--- src/rtl/bad_pkg.sv ---
package bad_pkg;
   // ---------------------------------------------------------------
   // Address ranges, given as inclusive low and high bounds.
   // ---------------------------------------------------------------
   localparam logic [31:0] BAD_BOOT_LO     = 32'h1fc0_0000;
   localparam logic [31:0] BAD_BOOT_HI     = 32'h1fff_ffff;
   localparam logic [31:0] BAD_FLASH_HI    = 32'h1fdf_ffff;
   localparam logic [31:0] BAD_SRAM_LO     = 32'h0000_0000;
   localparam logic [31:0] BAD_SRAM_HI     = 32'h000f_ffff;
   localparam logic [31:0] BAD_SCC_LO      = 32'h1600_0000;
   localparam logic [31:0] BAD_SCC_HI      = 32'h17ff_ffff;
   localparam logic [31:0] BAD_PROGIO_LO   = 32'h1800_0600;
   localparam logic [31:0] BAD_PROGIO_HI   = 32'h1800_0608;
   localparam logic [31:0] BAD_PCIREG_LO   = 32'h1800_2000;
   localparam logic [31:0] BAD_PCIREG_HI   = 32'h1800_2fff;
   localparam logic [31:0] BAD_PCIIO_LO    = 32'h1880_0000;
   localparam logic [31:0] BAD_PCIIO_HI    = 32'h188f_ffff;
   localparam logic [31:0] BAD_PCIM1_LO    = 32'h4000_0000;
   localparam logic [31:0] BAD_PCIM1_HI    = 32'h5fff_ffff;
   localparam logic [31:0] BAD_PCIM2_LO    = 32'h6000_0000;
   localparam logic [31:0] BAD_PCIM2_HI    = 32'h7fff_ffff;
   localparam logic [31:0] BAD_PCIM3_LO    = 32'h18c0_0000;
   localparam logic [31:0] BAD_PCIM3_HI    = 32'h18ff_ffff;
   localparam logic [31:0] BAD_PCIM3B_LO   = 32'h1fc0_0000;
   localparam logic [31:0] BAD_PCIM3B_HI   = 32'h1fff_ffff;
   // ---------------------------------------------------------------
   // DRAM layouts: first bank base, bank stride, mask, region end.
   // ---------------------------------------------------------------
   localparam logic [31:0] BAD_DRAM_S16_BASE = 32'h0080_0000;
   localparam logic [31:0] BAD_DRAM_S16_END  = 32'h027f_ffff;
   localparam logic [31:0] BAD_DRAM_S64_BASE = 32'h0200_0000;
   localparam logic [31:0] BAD_DRAM_S64_END  = 32'h09ff_ffff;
   localparam logic [31:0] BAD_DRAM_N16_BASE = 32'h0000_0000;
   localparam logic [31:0] BAD_DRAM_N16_END  = 32'h01ff_ffff;
   localparam logic [31:0] BAD_DRAM_N64_BASE = 32'h0000_0000;
   localparam logic [31:0] BAD_DRAM_N64_END  = 32'h07ff_ffff;
   localparam logic [31:0] BAD_STRIDE_16     = 32'h0080_0000;
   localparam logic [31:0] BAD_STRIDE_64     = 32'h0200_0000;
   localparam logic [31:0] BAD_MASK_16       = 32'hff80_0000;
   localparam logic [31:0] BAD_MASK_64       = 32'hfe00_0000;
   localparam int          BAD_NUM_BANKS     = 4;
   localparam int          BAD_NUM_SOCKETS   = 2;
   localparam int          BAD_PROGIO_PINS   = 12;
   localparam int          BAD_NUM_CS        = 6;
   // Reset values of the select outputs (all negated).
   localparam logic [5:0]  BAD_CS_IDLE       = 6'h3f;
   // Target codes shown on the region output.
   typedef enum logic [3:0] {
      BAD_T_NONE, BAD_T_BOOT, BAD_T_SRAM, BAD_T_SCC, BAD_T_DRAM, BAD_T_PROGIO,
      BAD_T_PCIREG, BAD_T_PCIIO, BAD_T_PCIM1, BAD_T_PCIM2, BAD_T_PCIM3
   } bad_tgt_e;
endpackage
--- src/rtl/bad_decoder.sv ---
module bad_decoder
   import bad_pkg::*;
(
   // Clock and reset.
   input  wire logic        clk_i,
   input  wire logic        rst_b_i,
   // Address request.
   input  wire logic        addr_valid_i,
   input  wire logic [31:0] addr_i,
   // Static configuration straps.
   input  wire logic        cfg_sram_present_i,
   input  wire logic        cfg_dimm_64mb_i,
   input  wire logic        cfg_flash_i,
   input  wire logic        cfg_pci_boot_i,
   input  wire logic        cfg_dram_sdram_i,
   // Memory selects and decode results.
   output logic [5:0]       mem_cs_b_o,
   output logic [3:0]       dram_bank_sel_o,
   output logic [1:0]       dram_socket_sel_o,
   output logic [3:0]       target_o,
   output logic             progio_sel_o,
   output logic             miss_o,
   // DRAM controller and PCI space 3 setup echoed for the base registers.
   output logic [31:0]      dram_base0_o,
   output logic [31:0]      dram_base1_o,
   output logic [31:0]      dram_base2_o,
   output logic [31:0]      dram_base3_o,
   output logic [31:0]      dram_mask_o,
   output logic [31:0]      pcim3_base_o,
   output logic             dram_sdram_o
);
   // ---------------------------------------------------------------
   // Configuration capture
   // ---------------------------------------------------------------
   logic sram_reg;
   logic d64_reg;
   logic flash_reg;
   logic pboot_reg;
   logic sdram_reg;
   logic run_reg;

   // Run flag: low through reset, set on the first edge after release.
   // The straps below follow their pins until that edge and are frozen after
   // it, so a strap that is moved while the system runs cannot remap memory
   // under live traffic.
   always_ff @(posedge clk_i or negedge rst_b_i) begin
      if (!rst_b_i) begin
         run_reg <= 1'b0;
      end else begin
         run_reg <= 1'b1;
      end
   end

   // Strap capture. These flops carry no reset of their own: they load on
   // every edge while reset holds and on the first edge after release, then keep their value.
   always_ff @(posedge clk_i) begin
      if (!run_reg) begin
         sram_reg  <= cfg_sram_present_i;
         d64_reg   <= cfg_dimm_64mb_i;
         flash_reg <= cfg_flash_i;
         pboot_reg <= cfg_pci_boot_i;
         sdram_reg <= cfg_dram_sdram_i;
      end
   end

   // ---------------------------------------------------------------
   // DRAM layout selection
   // ---------------------------------------------------------------
   // The SRAM strap moves the first bank up past the static RAM, and the
   // module size strap picks the bank stride and the mask. The memory type
   // strap takes no part here, so EDO and SDRAM modules share one map and
   // software sees the same addresses whichever type is fitted.
   wire logic [31:0] d_base   = sram_reg ? (d64_reg ? BAD_DRAM_S64_BASE : BAD_DRAM_S16_BASE)
                                         : (d64_reg ? BAD_DRAM_N64_BASE : BAD_DRAM_N16_BASE);
   wire logic [31:0] d_end    = sram_reg ? (d64_reg ? BAD_DRAM_S64_END : BAD_DRAM_S16_END)
                                         : (d64_reg ? BAD_DRAM_N64_END : BAD_DRAM_N16_END);
   wire logic [31:0] d_stride = d64_reg ? BAD_STRIDE_64 : BAD_STRIDE_16;
   wire logic [31:0] d_mask   = d64_reg ? BAD_MASK_64 : BAD_MASK_16;
   // PCI memory space 3 follows the boot source strap.
   wire logic [31:0] m3_base  = pboot_reg ? BAD_PCIM3B_LO : BAD_PCIM3_LO;
   wire logic [31:0] m3_end   = pboot_reg ? BAD_PCIM3B_HI : BAD_PCIM3_HI;

   // Four bank bases and per-bank hits; the layout is type-independent.
   logic [31:0] bank_base [BAD_NUM_BANKS];
   logic [3:0]  bank_hit;
   genvar gi;
   generate
      for (gi = 0; gi < BAD_NUM_BANKS; gi++) begin : g_bank
         // Base of bank gi; the index is cast so the product stays 32 bits.
         assign bank_base[gi] = d_base + d_stride * 32'(gi);
         // A bank hits when the address bits kept by the mask match its base.
         assign bank_hit[gi]  = ((addr_i & d_mask) == bank_base[gi]);
      end
   endgenerate

   // ---------------------------------------------------------------
   // Region decode
   // ---------------------------------------------------------------
   // Flash fills only the lower half of the boot range; the upper half misses.
   wire logic boot_hi_ok = flash_reg ? (addr_i <= BAD_FLASH_HI) : (addr_i <= BAD_BOOT_HI);
   wire logic hit_pcim3  = (addr_i >= m3_base) && (addr_i <= m3_end);
   // On PCI boot space 3 owns the boot range, so the boot select stands aside.
   wire logic hit_boot   = !pboot_reg && (addr_i >= BAD_BOOT_LO) && boot_hi_ok;
   wire logic hit_sram   = sram_reg && (addr_i <= BAD_SRAM_HI);
   wire logic hit_scc    = (addr_i >= BAD_SCC_LO) && (addr_i <= BAD_SCC_HI);
   wire logic hit_dram   = (addr_i >= d_base) && (addr_i <= d_end);
   // The I/O controller window is short and unaligned, so both ends are compared.
   wire logic hit_progio = (addr_i >= BAD_PROGIO_LO) && (addr_i <= BAD_PROGIO_HI);

   // ---------------------------------------------------------------
   // PCI interface windows
   // ---------------------------------------------------------------
   // Internal registers, I/O space and the two large memory spaces.
   wire logic hit_preg   = (addr_i >= BAD_PCIREG_LO) && (addr_i <= BAD_PCIREG_HI);
   wire logic hit_pciio  = (addr_i >= BAD_PCIIO_LO) && (addr_i <= BAD_PCIIO_HI);
   wire logic hit_m1     = (addr_i >= BAD_PCIM1_LO) && (addr_i <= BAD_PCIM1_HI);
   wire logic hit_m2     = (addr_i >= BAD_PCIM2_LO) && (addr_i <= BAD_PCIM2_HI);

   // Priority encode to a single target so only one select can be active.
   // Boot comes first, then the static RAM and DRAM, then the fixed device
   // windows and last the PCI spaces. None of the ranges overlap today, so
   // the order only matters if a strap setting is ever added that makes two
   // of them meet.
   bad_tgt_e tgt;
   always_comb begin
      tgt = BAD_T_NONE;
      if (!addr_valid_i) tgt = BAD_T_NONE;
      else if (hit_boot) tgt = BAD_T_BOOT;
      else if (hit_sram) tgt = BAD_T_SRAM;
      else if (hit_dram) tgt = BAD_T_DRAM;
      else if (hit_scc) tgt = BAD_T_SCC;
      else if (hit_progio) tgt = BAD_T_PROGIO;
      else if (hit_preg) tgt = BAD_T_PCIREG;
      else if (hit_pciio) tgt = BAD_T_PCIIO;
      else if (hit_pcim3) tgt = BAD_T_PCIM3;
      else if (hit_m1) tgt = BAD_T_PCIM1;
      else if (hit_m2) tgt = BAD_T_PCIM2;
   end

   // Selects are active low; lines 2 to 4 have no user on this board.
   wire logic [5:0] cs_next = {~(tgt == BAD_T_SCC), 3'h7, ~(tgt == BAD_T_SRAM),
                               ~(tgt == BAD_T_BOOT)};
   // Bank selects only stand for a DRAM access; other targets clear them.
   wire logic [3:0] bank_next = (tgt == BAD_T_DRAM) ? bank_hit : 4'h0;
   // Sockets: banks 0-1 on socket 0, banks 2-3 on socket 1.
   wire logic [1:0] sock_next = {|bank_next[3:2], |bank_next[1:0]};

   // ---------------------------------------------------------------
   // Registered outputs
   // ---------------------------------------------------------------
   // Chip selects, negated during reset so no device is enabled early.
   always_ff @(posedge clk_i or negedge rst_b_i) begin
      if (!rst_b_i) begin
         mem_cs_b_o <= BAD_CS_IDLE;
      end else begin
         mem_cs_b_o <= cs_next;
      end
   end

   // DRAM bank and socket selects.
   always_ff @(posedge clk_i or negedge rst_b_i) begin
      if (!rst_b_i) begin
         dram_bank_sel_o   <= 4'h0;
         dram_socket_sel_o <= 2'h0;
      end else begin
         dram_bank_sel_o   <= bank_next;
         dram_socket_sel_o <= sock_next;
      end
   end

   // Target code and the I/O controller and miss flags. A miss is only
   // flagged for a real request, never for an idle bus.
   always_ff @(posedge clk_i or negedge rst_b_i) begin
      if (!rst_b_i) begin
         target_o     <= 4'h0;
         progio_sel_o <= 1'b0;
         miss_o       <= 1'b0;
      end else begin
         target_o     <= tgt;
         progio_sel_o <= (tgt == BAD_T_PROGIO);
         miss_o       <= addr_valid_i && (tgt == BAD_T_NONE);
      end
   end

   // ---------------------------------------------------------------
   // Setup values
   // ---------------------------------------------------------------
   // Setup values for the DRAM and PCI base registers. They follow the
   // frozen straps, so they settle one edge after the straps do and then
   // stand still until the next reset.
   always_ff @(posedge clk_i or negedge rst_b_i) begin
      if (!rst_b_i) begin
         dram_base0_o <= 32'h0;
         dram_base1_o <= 32'h0;
         dram_base2_o <= 32'h0;
         dram_base3_o <= 32'h0;
         dram_mask_o  <= 32'h0;
         pcim3_base_o <= 32'h0;
         dram_sdram_o <= 1'b0;
      end else begin
         dram_base0_o <= bank_base[0];
         dram_base1_o <= bank_base[1];
         dram_base2_o <= bank_base[2];
         dram_base3_o <= bank_base[3];
         dram_mask_o  <= d_mask;
         pcim3_base_o <= m3_base;
         dram_sdram_o <= sdram_reg;
      end
   end
endmodule

--- config.mk ---
export PLATFORM = sky130hd
export DESIGN_NAME = bad_decoder
export DESIGN_NICKNAME = d
export VERILOG_FILES = /design/src/rtl/bad_pkg.sv /design/src/rtl/bad_decoder.sv
export SDC_FILE = /design/constraint.sdc
export NUM_CORES = 1
export LEC_CHECK = 0
export ABC_AREA = 0
export BUFFER_PORTS_ARGS = -buffer_cell sky130_fd_sc_hd__buf_4
export CORE_ASPECT_RATIO = 1.2
export CORE_MARGIN = 10
export CORE_UTILIZATION = 45
export DETAILED_ROUTE_END_ITERATION = 10
export PLACE_DENSITY = 0.92
export SYNTH_ARGS = -nofsm -noshare
export SYNTH_HDL_FRONTEND = slang
export SYNTH_SLANG_ARGS = --single-unit
--- constraint.sdc ---
create_clock -name clk_i -period 3.8 [get_ports clk_i]
set_clock_uncertainty 0.2 [all_clocks]
set_input_delay 0.76 -clock clk_i [delete_from_list [all_inputs] [get_ports clk_i]]
set_output_delay 0.76 -clock clk_i [all_outputs]
set_load 0.005 [all_outputs]
==> results of run 1 <==
critical path: stages, from the launching register on:
cell and delay, ps:
edfxtp_1 570, inv_1 230, ha_1 320, ha_1 190, nand2b_1 50, a2111oi_0 410, nor3_1 100, o22ai_1 160
a31o_1 480, or4b_1 480
cell usage in the layout (no fill, tap or decap), types with 2 or more instances in the layout:
master,netlist,final
or4_1,2,2
buf_4,187,86
a211oi_2,3,3
a2111oi_0,2,2
o21bai_1,2,2
nor2_1,11,11
nor3_4,2,2
xor2_1,3,3
nand3_1,10,10
ha_1,17,17
nor4_1,3,3
edfxtp_1,5,5
clkbuf_8,0,7
a31oi_1,2,2
inv_1,11,11
xnor2_1,4,4
a21oi_1,3,3
nand4_1,14,14
dfstp_2,3,3
conb_1,2,165
o21ai_1,2,2
nand2_1,10,10
dfrtp_1,23,23
o22ai_1,3,3
nor4_2,3,3
nor3_1,8,8
nor3_2,3,3
o21ai_0,4,4
through the flow:
step                      worst slack (ps)  utilization
after floorplan                       1180            -
after global placement               628.9       0.4521
after CTS                            537.2       0.4659
final                                518.1       0.4659
after global routing                 247.5       0.4659
after detailed placement             561.6       0.4521
cell type report:
| class | count | area (µm²) |
|---|---|---|
| Fill cell | 704 | 3862 |
| Multi-Input combinational cell | 302 | 1662 |
| Sequential cell | 31 | 804.5 |
| Timing Repair Buffer | 86 | 645.6 |
| Tap cell | 90 | 112.6 |
| Clock buffer | 8 | 100.1 |
| Inverter | 12 | 45.04 |
worst max path at each step:
stage / start / end / slack, ps / cells past startpoint
after floorplan: addr_i[23] / miss_o / 1180 / 10
after global placement: d64_reg / mem_cs_b_o[0] / 630 / 10
after detailed placement: d64_reg / mem_cs_b_o[0] / 560 / 9
after CTS: d64_reg / mem_cs_b_o[0] / 540 / 9
after global routing: d64_reg / mem_cs_b_o[0] / 250 / 9
final: d64_reg / mem_cs_b_o[0] / 520 / 9
routing by layer:
layer / global-route usage / vias to the layer above
met5: 0 / -
met4: 0.04498 / 0
met3: 0.06220 / 12
met2: 0.2433 / 176
met1: 0.1364 / 1015
li1: - / 1043
report_power, final:
part | leakage [nW] | internal, W | switching (W)
clock | 0.0515 | 0.000165 | 0.000109
combinational | 1.31 | 0.0000776 | 0.000128
sequential | 0.380 | 0.000350 | 0.00000946
logic make-up (layout without fill, tap and decap cells):
group | Yosys count | after routing | synth area share
buffers and inverters | 203 | 106 | 0.4441
AND/OR/NAND/NOR | 81 | 81 | 0.1572
AO/OA/AOI/OAI | 32 | 32 | 0.07315
flip-flops | 31 | 31 | 0.2412
adder cells (fa/ha/maj) | 17 | 17 | 0.06376
XOR/XNOR | 7 | 7 | 0.01838
other | 2 | 165 | 0.002251
==> impl_metrics.py, run 1 <==
metrics = {
    "run_status": {
        "outcome": "complete, no violations",
    },
    "setup_path": {
        "crit_path_end_kind": "flop",
        "r2r_end": "mem_cs_b_o[0]",
        "crit_arrival_ps": 3270,
        "rr_worst_depth": 9,
        "cp-start-kind": "flop",
        "rrSetupSlack_ps": 520,
        "reg2reg_from": "d64_reg",
        "cp_max_fo": 11,
        "path_class": "reg -> reg",
        "cp.required_ps": 3790,
    },
    "place": {
        "gp_congestion": 0.8476,
        "dp_cells": 521,
        "placed_cell_area_um2": 3269,
        "port_buffers": 86,
        "hpwl_mm": 7.608,
    },
    "global_routing": {
        "antenna_found_initial": 0,
        "grt_pass1_vias": 2466,
        "grt_overflow": 0,
        "grt_max_degree": 27,
        "grt.total_usage": 0.1359,
        "grt_pass1_wl_mm": 12.68,
    },
    "sta": {
        "rsz0062_at_grt": "no",
        "tightest_slew_ps": 613.2,
        "period_share": 0.8637,
        "whs_ps": 156.3,
        "hold_viol": 0,
        "relSlewSlack": 0.5807,
        "setup_viol": 0,
        "clock.fmax_mhz": 304.7,
        "final_max_slew_viol_count": 0,
        "period_needed_ps": 3282,
        "fin_tns_setup_ps": 0,
    },
    "clock_tree": {
        "cts_setup_buffers": 0,
        "clk_pin_slew_worst_paths_ps": 60,
        "cts_sinks": 31,
        "clock_latency_ps": 280,
        "cts_tree": "done",
        "cts_buffer_depth": 2,
        "cts_resized": 0,
        "root_buffer": "clkbuf_8",
        "cts_buffers": 5,
        "hold_buffers": 0,
        "htreeDepth": 2,
    },
    "drt": {
        "first_pass_iters": 4,
        "route.met3.wl_mm": 1.117,
        "drt-initial-drc-count": 92,
        "antenna_left": 0,
        "vias": 2246,
        "viasPerCell": 4.246,
        "totalWireLength_mm": 8.410,
        "routedWlPerCell_um": 15.90,
        "top_layer_used": "met4",
        "wl_met1_mm": 2.847,
        "drcViolationCount": 0,
        "met2WireLength_mm": 4.314,
    },
    "synthesis": {
        "synth.yosys.warnings": 0,
        "async_flop_share": 0.8387,
        "synth-seq-cells": 31,
        "ys_top_cells_by_area": "buf_4 (42%), dfrtp_1 (17%), ha_1 (6.4%)",
        "synth.most_common_cell": "buf_4",
        "yosys.area.top_type": "buf_4",
        "yosysUniqueCellTypes": 56,
        "syn_avg_cell_area_um2": 8.943,
        "yosys.area.top_type_share": 0.4209,
        "ys_top_cells_by_count": "buf_4 (187), dfrtp_1 (23), ha_1 (17)",
        "syn_inst": 373,
        "ys_seq_area_frac": 0.2412,
        "synth_edf_count": 5,
        "synthFlopType": "dfrtp_1",
        "syn-cell-area_um2": 3336,
    },
    "finish": {
        "instances_no_fill": 529,
        "fin_nets": 495,
        "diodes": 0,
        "postLayoutCellArea_um2": 3369,
        "drive_gt1_frac": 0.2597,
        "reg.largest.list": "dram_bank_sel_o: 4 flops, dram_base3_o: 4 flops, target_o: 4 flops",
        "area_delta_synth_final_pct": 1.013,
    },
    "min_path": {
        "hold_depth": 0,
        "min_from": "sdram_reg",
        "whs_endpoint": "dram_sdram_o",
        "hold_class": "reg -> reg",
    },
    "die": {
        "core_area_um2": 7232,
        "rows": 34,
        "io_pins": 251,
        "die_area_um2": 11270,
        "die_h_um": 114.3,
        "initial_utilization": 0.4612,
        "die_x_um": 98.60,
    },
    "power_and_ir_drop": {
        "finalPower_w": 0.0008384,
        "leakage_nw": 1.744,
        "ir_worst_vdd_v": 0.0001718,
        "cellPowerDensity_nw_per_um2": 248.8,
    },
    "flow_run": {
        "drv_cap": 0,
    },
}
(Power assumes the default switching activity.)
==> run 2: changes to the inputs <==
==> constraint.sdc (replaced) <==
create_clock -name clk_i -period 3.8 [get_ports clk_i]
set_clock_uncertainty 0.2 [all_clocks]
set_input_delay 0.38 -clock clk_i [delete_from_list [all_inputs] [get_ports clk_i]]
set_output_delay 0.38 -clock clk_i [all_outputs]
set_load 0.005 [all_outputs]
==> impl_metrics.py, run 2 (synthesized netlist as in run 1, its figures left out) <==
metrics = {
    "run_status": {
        "outcome": "complete, no violations",
    },
    "place": {
        "port_buffers": 86,
        "gp_congestion": 0.8520,
        "hpwl_mm": 7.817,
    },
    "drt": {
        "drt-initial-drc-count": 107,
        "drcViolationCount": 0,
        "first_pass_iters": 4,
        "vias": 2271,
        "routedWlPerCell_um": 16.69,
        "viasPerCell": 4.285,
        "totalWireLength_mm": 8.845,
        "antenna_left": 0,
    },
    "setup_path": {
        "r2r_end": "mem_cs_b_o[0]",
        "cp.required_ps": 3800,
        "path_class": "reg -> reg",
        "max_stage_delay_ps": 540,
        "worstPathCellList": "inv_1, ha_1, ha_1, nand2b_1, a2111oi_0, nor3_1, o22ai_1, a31o_1, or4b_1",
        "crit_path_end_kind": "flop",
        "rr_worst_depth": 9,
        "cp-start-kind": "flop",
        "reg2reg_from": "d64_reg",
        "rrSetupSlack_ps": 620,
        "cp-startpoint": "d64_reg",
        "slowest_stage": "edfxtp_1",
        "crit_path_frequent_cell": "ha_1",
        "cp_max_fo": 11,
        "crit_arrival_ps": 3180,
    },
    "min_path": {
        "whs_endpoint": "flash_reg",
        "hold_depth": 1,
        "min_from": "cfg_flash_i",
        "hold_class": "in -> reg",
    },
    "finish": {
        "layout_common_cells": "conb_1 (165), buf_4 (86), dfrtp_1 (23), ha_1 (17), nand4_1 (14)",
        "reg.largest.list": "dram_bank_sel_o: 4 flops, dram_base3_o: 4 flops, target_o: 4 flops",
        "fin_nets": 496,
        "drive_gt1_frac": 0.2614,
        "area_delta_synth_final_pct": 1.838,
        "final_common_cell": "conb_1",
        "n_fill_cell": 694,
        "utilization": 0.4697,
        "diodes": 0,
    },
    "die": {
        "core_area_um2": 7232,
        "die_x_um": 98.60,
        "rows": 34,
        "die_area_um2": 11270,
        "initial_utilization": 0.4612,
        "die_h_um": 114.3,
        "io_pins": 251,
    },
    "clock_tree": {
        "cts_resized": 0,
        "cts_buffer_depth": 2,
        "hold_buffers": 1,
        "clock_latency_ps": 290,
        "root_buffer": "clkbuf_8",
        "cts_tree": "done",
        "cts_sinks": 31,
        "cts_buffers": 5,
        "clk_pin_slew_worst_paths_ps": 70,
        "htreeDepth": 2,
        "cts_setup_buffers": 0,
    },
    "power_and_ir_drop": {
        "ir_worst_vdd_v": 0.0003284,
        "finalPower_w": 0.0009008,
        "leakage_nw": 1.758,
        "cellPowerDensity_nw_per_um2": 265.2,
    },
    "global_routing": {
        "grt_pass1_vias": 2512,
        "grt.total_usage": 0.1448,
        "grt_overflow": 0,
        "grt_max_degree": 27,
        "antenna_found_initial": 0,
        "grt_pass1_wl_mm": 13.23,
    },
    "flow_run": {
        "drv_cap": 0,
    },
    "sta": {
        "tightest_slew_ps": 805.0,
        "relSlewSlack": 0.4495,
        "clock.fmax_mhz": 314.9,
        "rsz0062_at_grt": "no",
        "fin_tns_setup_ps": 0,
        "final_max_slew_viol_count": 0,
        "period_share": 0.8357,
        "period_needed_ps": 3176,
        "hold_viol": 0,
        "setup_viol": 0,
    },
}
==> run 2: how the worst max path moves through the flow <==
stage	endpoint	slack, ps	cells past startpoint
after floorplan	mem_cs_b_o[0]	1230	9
after global placement	mem_cs_b_o[0]	770	9
after detailed placement	mem_cs_b_o[0]	690	9
after CTS	mem_cs_b_o[0]	630	9
after global routing	mem_cs_b_o[0]	330	9
final	mem_cs_b_o[0]	620	9
==> run 2: through the flow <==
step	setup slack, ps	cells	instance area, µm²	hold WS, ps
2_1_floorplan	1234	536	3948	-115.6
3_3_place_gp	771.8	521	3269	91.83
3_5_place_dp	689.4	521	3269	98.82
4_1_cts	634.0	530	3397	57.35
5_1_grt	331.6	530	3397	50.81
6_report	624.2	530	3397	64.82
==> run 2: layer usage <==
metal  up-vias  track usage  part of all wire
met5         -            0                 0
met4         0      0.05263             0.016
met3        10      0.06039              0.11
met2       172       0.2735              0.54
met1      1044       0.1356              0.34
li1       1045            -                 -
==> run 2: power breakdown <==
group          switching (W)  internal, W  total, W
logic               0.000128    0.0000786  0.000207
clock network       0.000123     0.000212  0.000335
registers         0.00000886     0.000350  0.000359
==> run 2: critical path: cells and delay by family, from the launching register on <==
family / cells / cell delay [ps]
adder cells (fa/ha/maj): 2 / 500
flip-flops: 1 / 540
AND/OR/NAND/NOR: 3 / 610
AO/OA/AOI/OAI: 3 / 1040
buffers and inverters: 1 / 200
==> run 2: layout make-up <==
| type | count | area, µm² | share of cell area |
|---|---|---|---|
| clock buffer | 6 | 82.58 | 0.02431 |
| clock inverter | 2 | 35.03 | 0.01031 |
| inverter | 12 | 45.04 | 0.01326 |
| multi-input combinational | 302 | 1662 | 0.4891 |
| sequential | 31 | 804.5 | 0.2368 |
| tap | 90 | 112.6 | 0.03315 |
| timing repair buffer | 87 | 655.6 | 0.1930 |
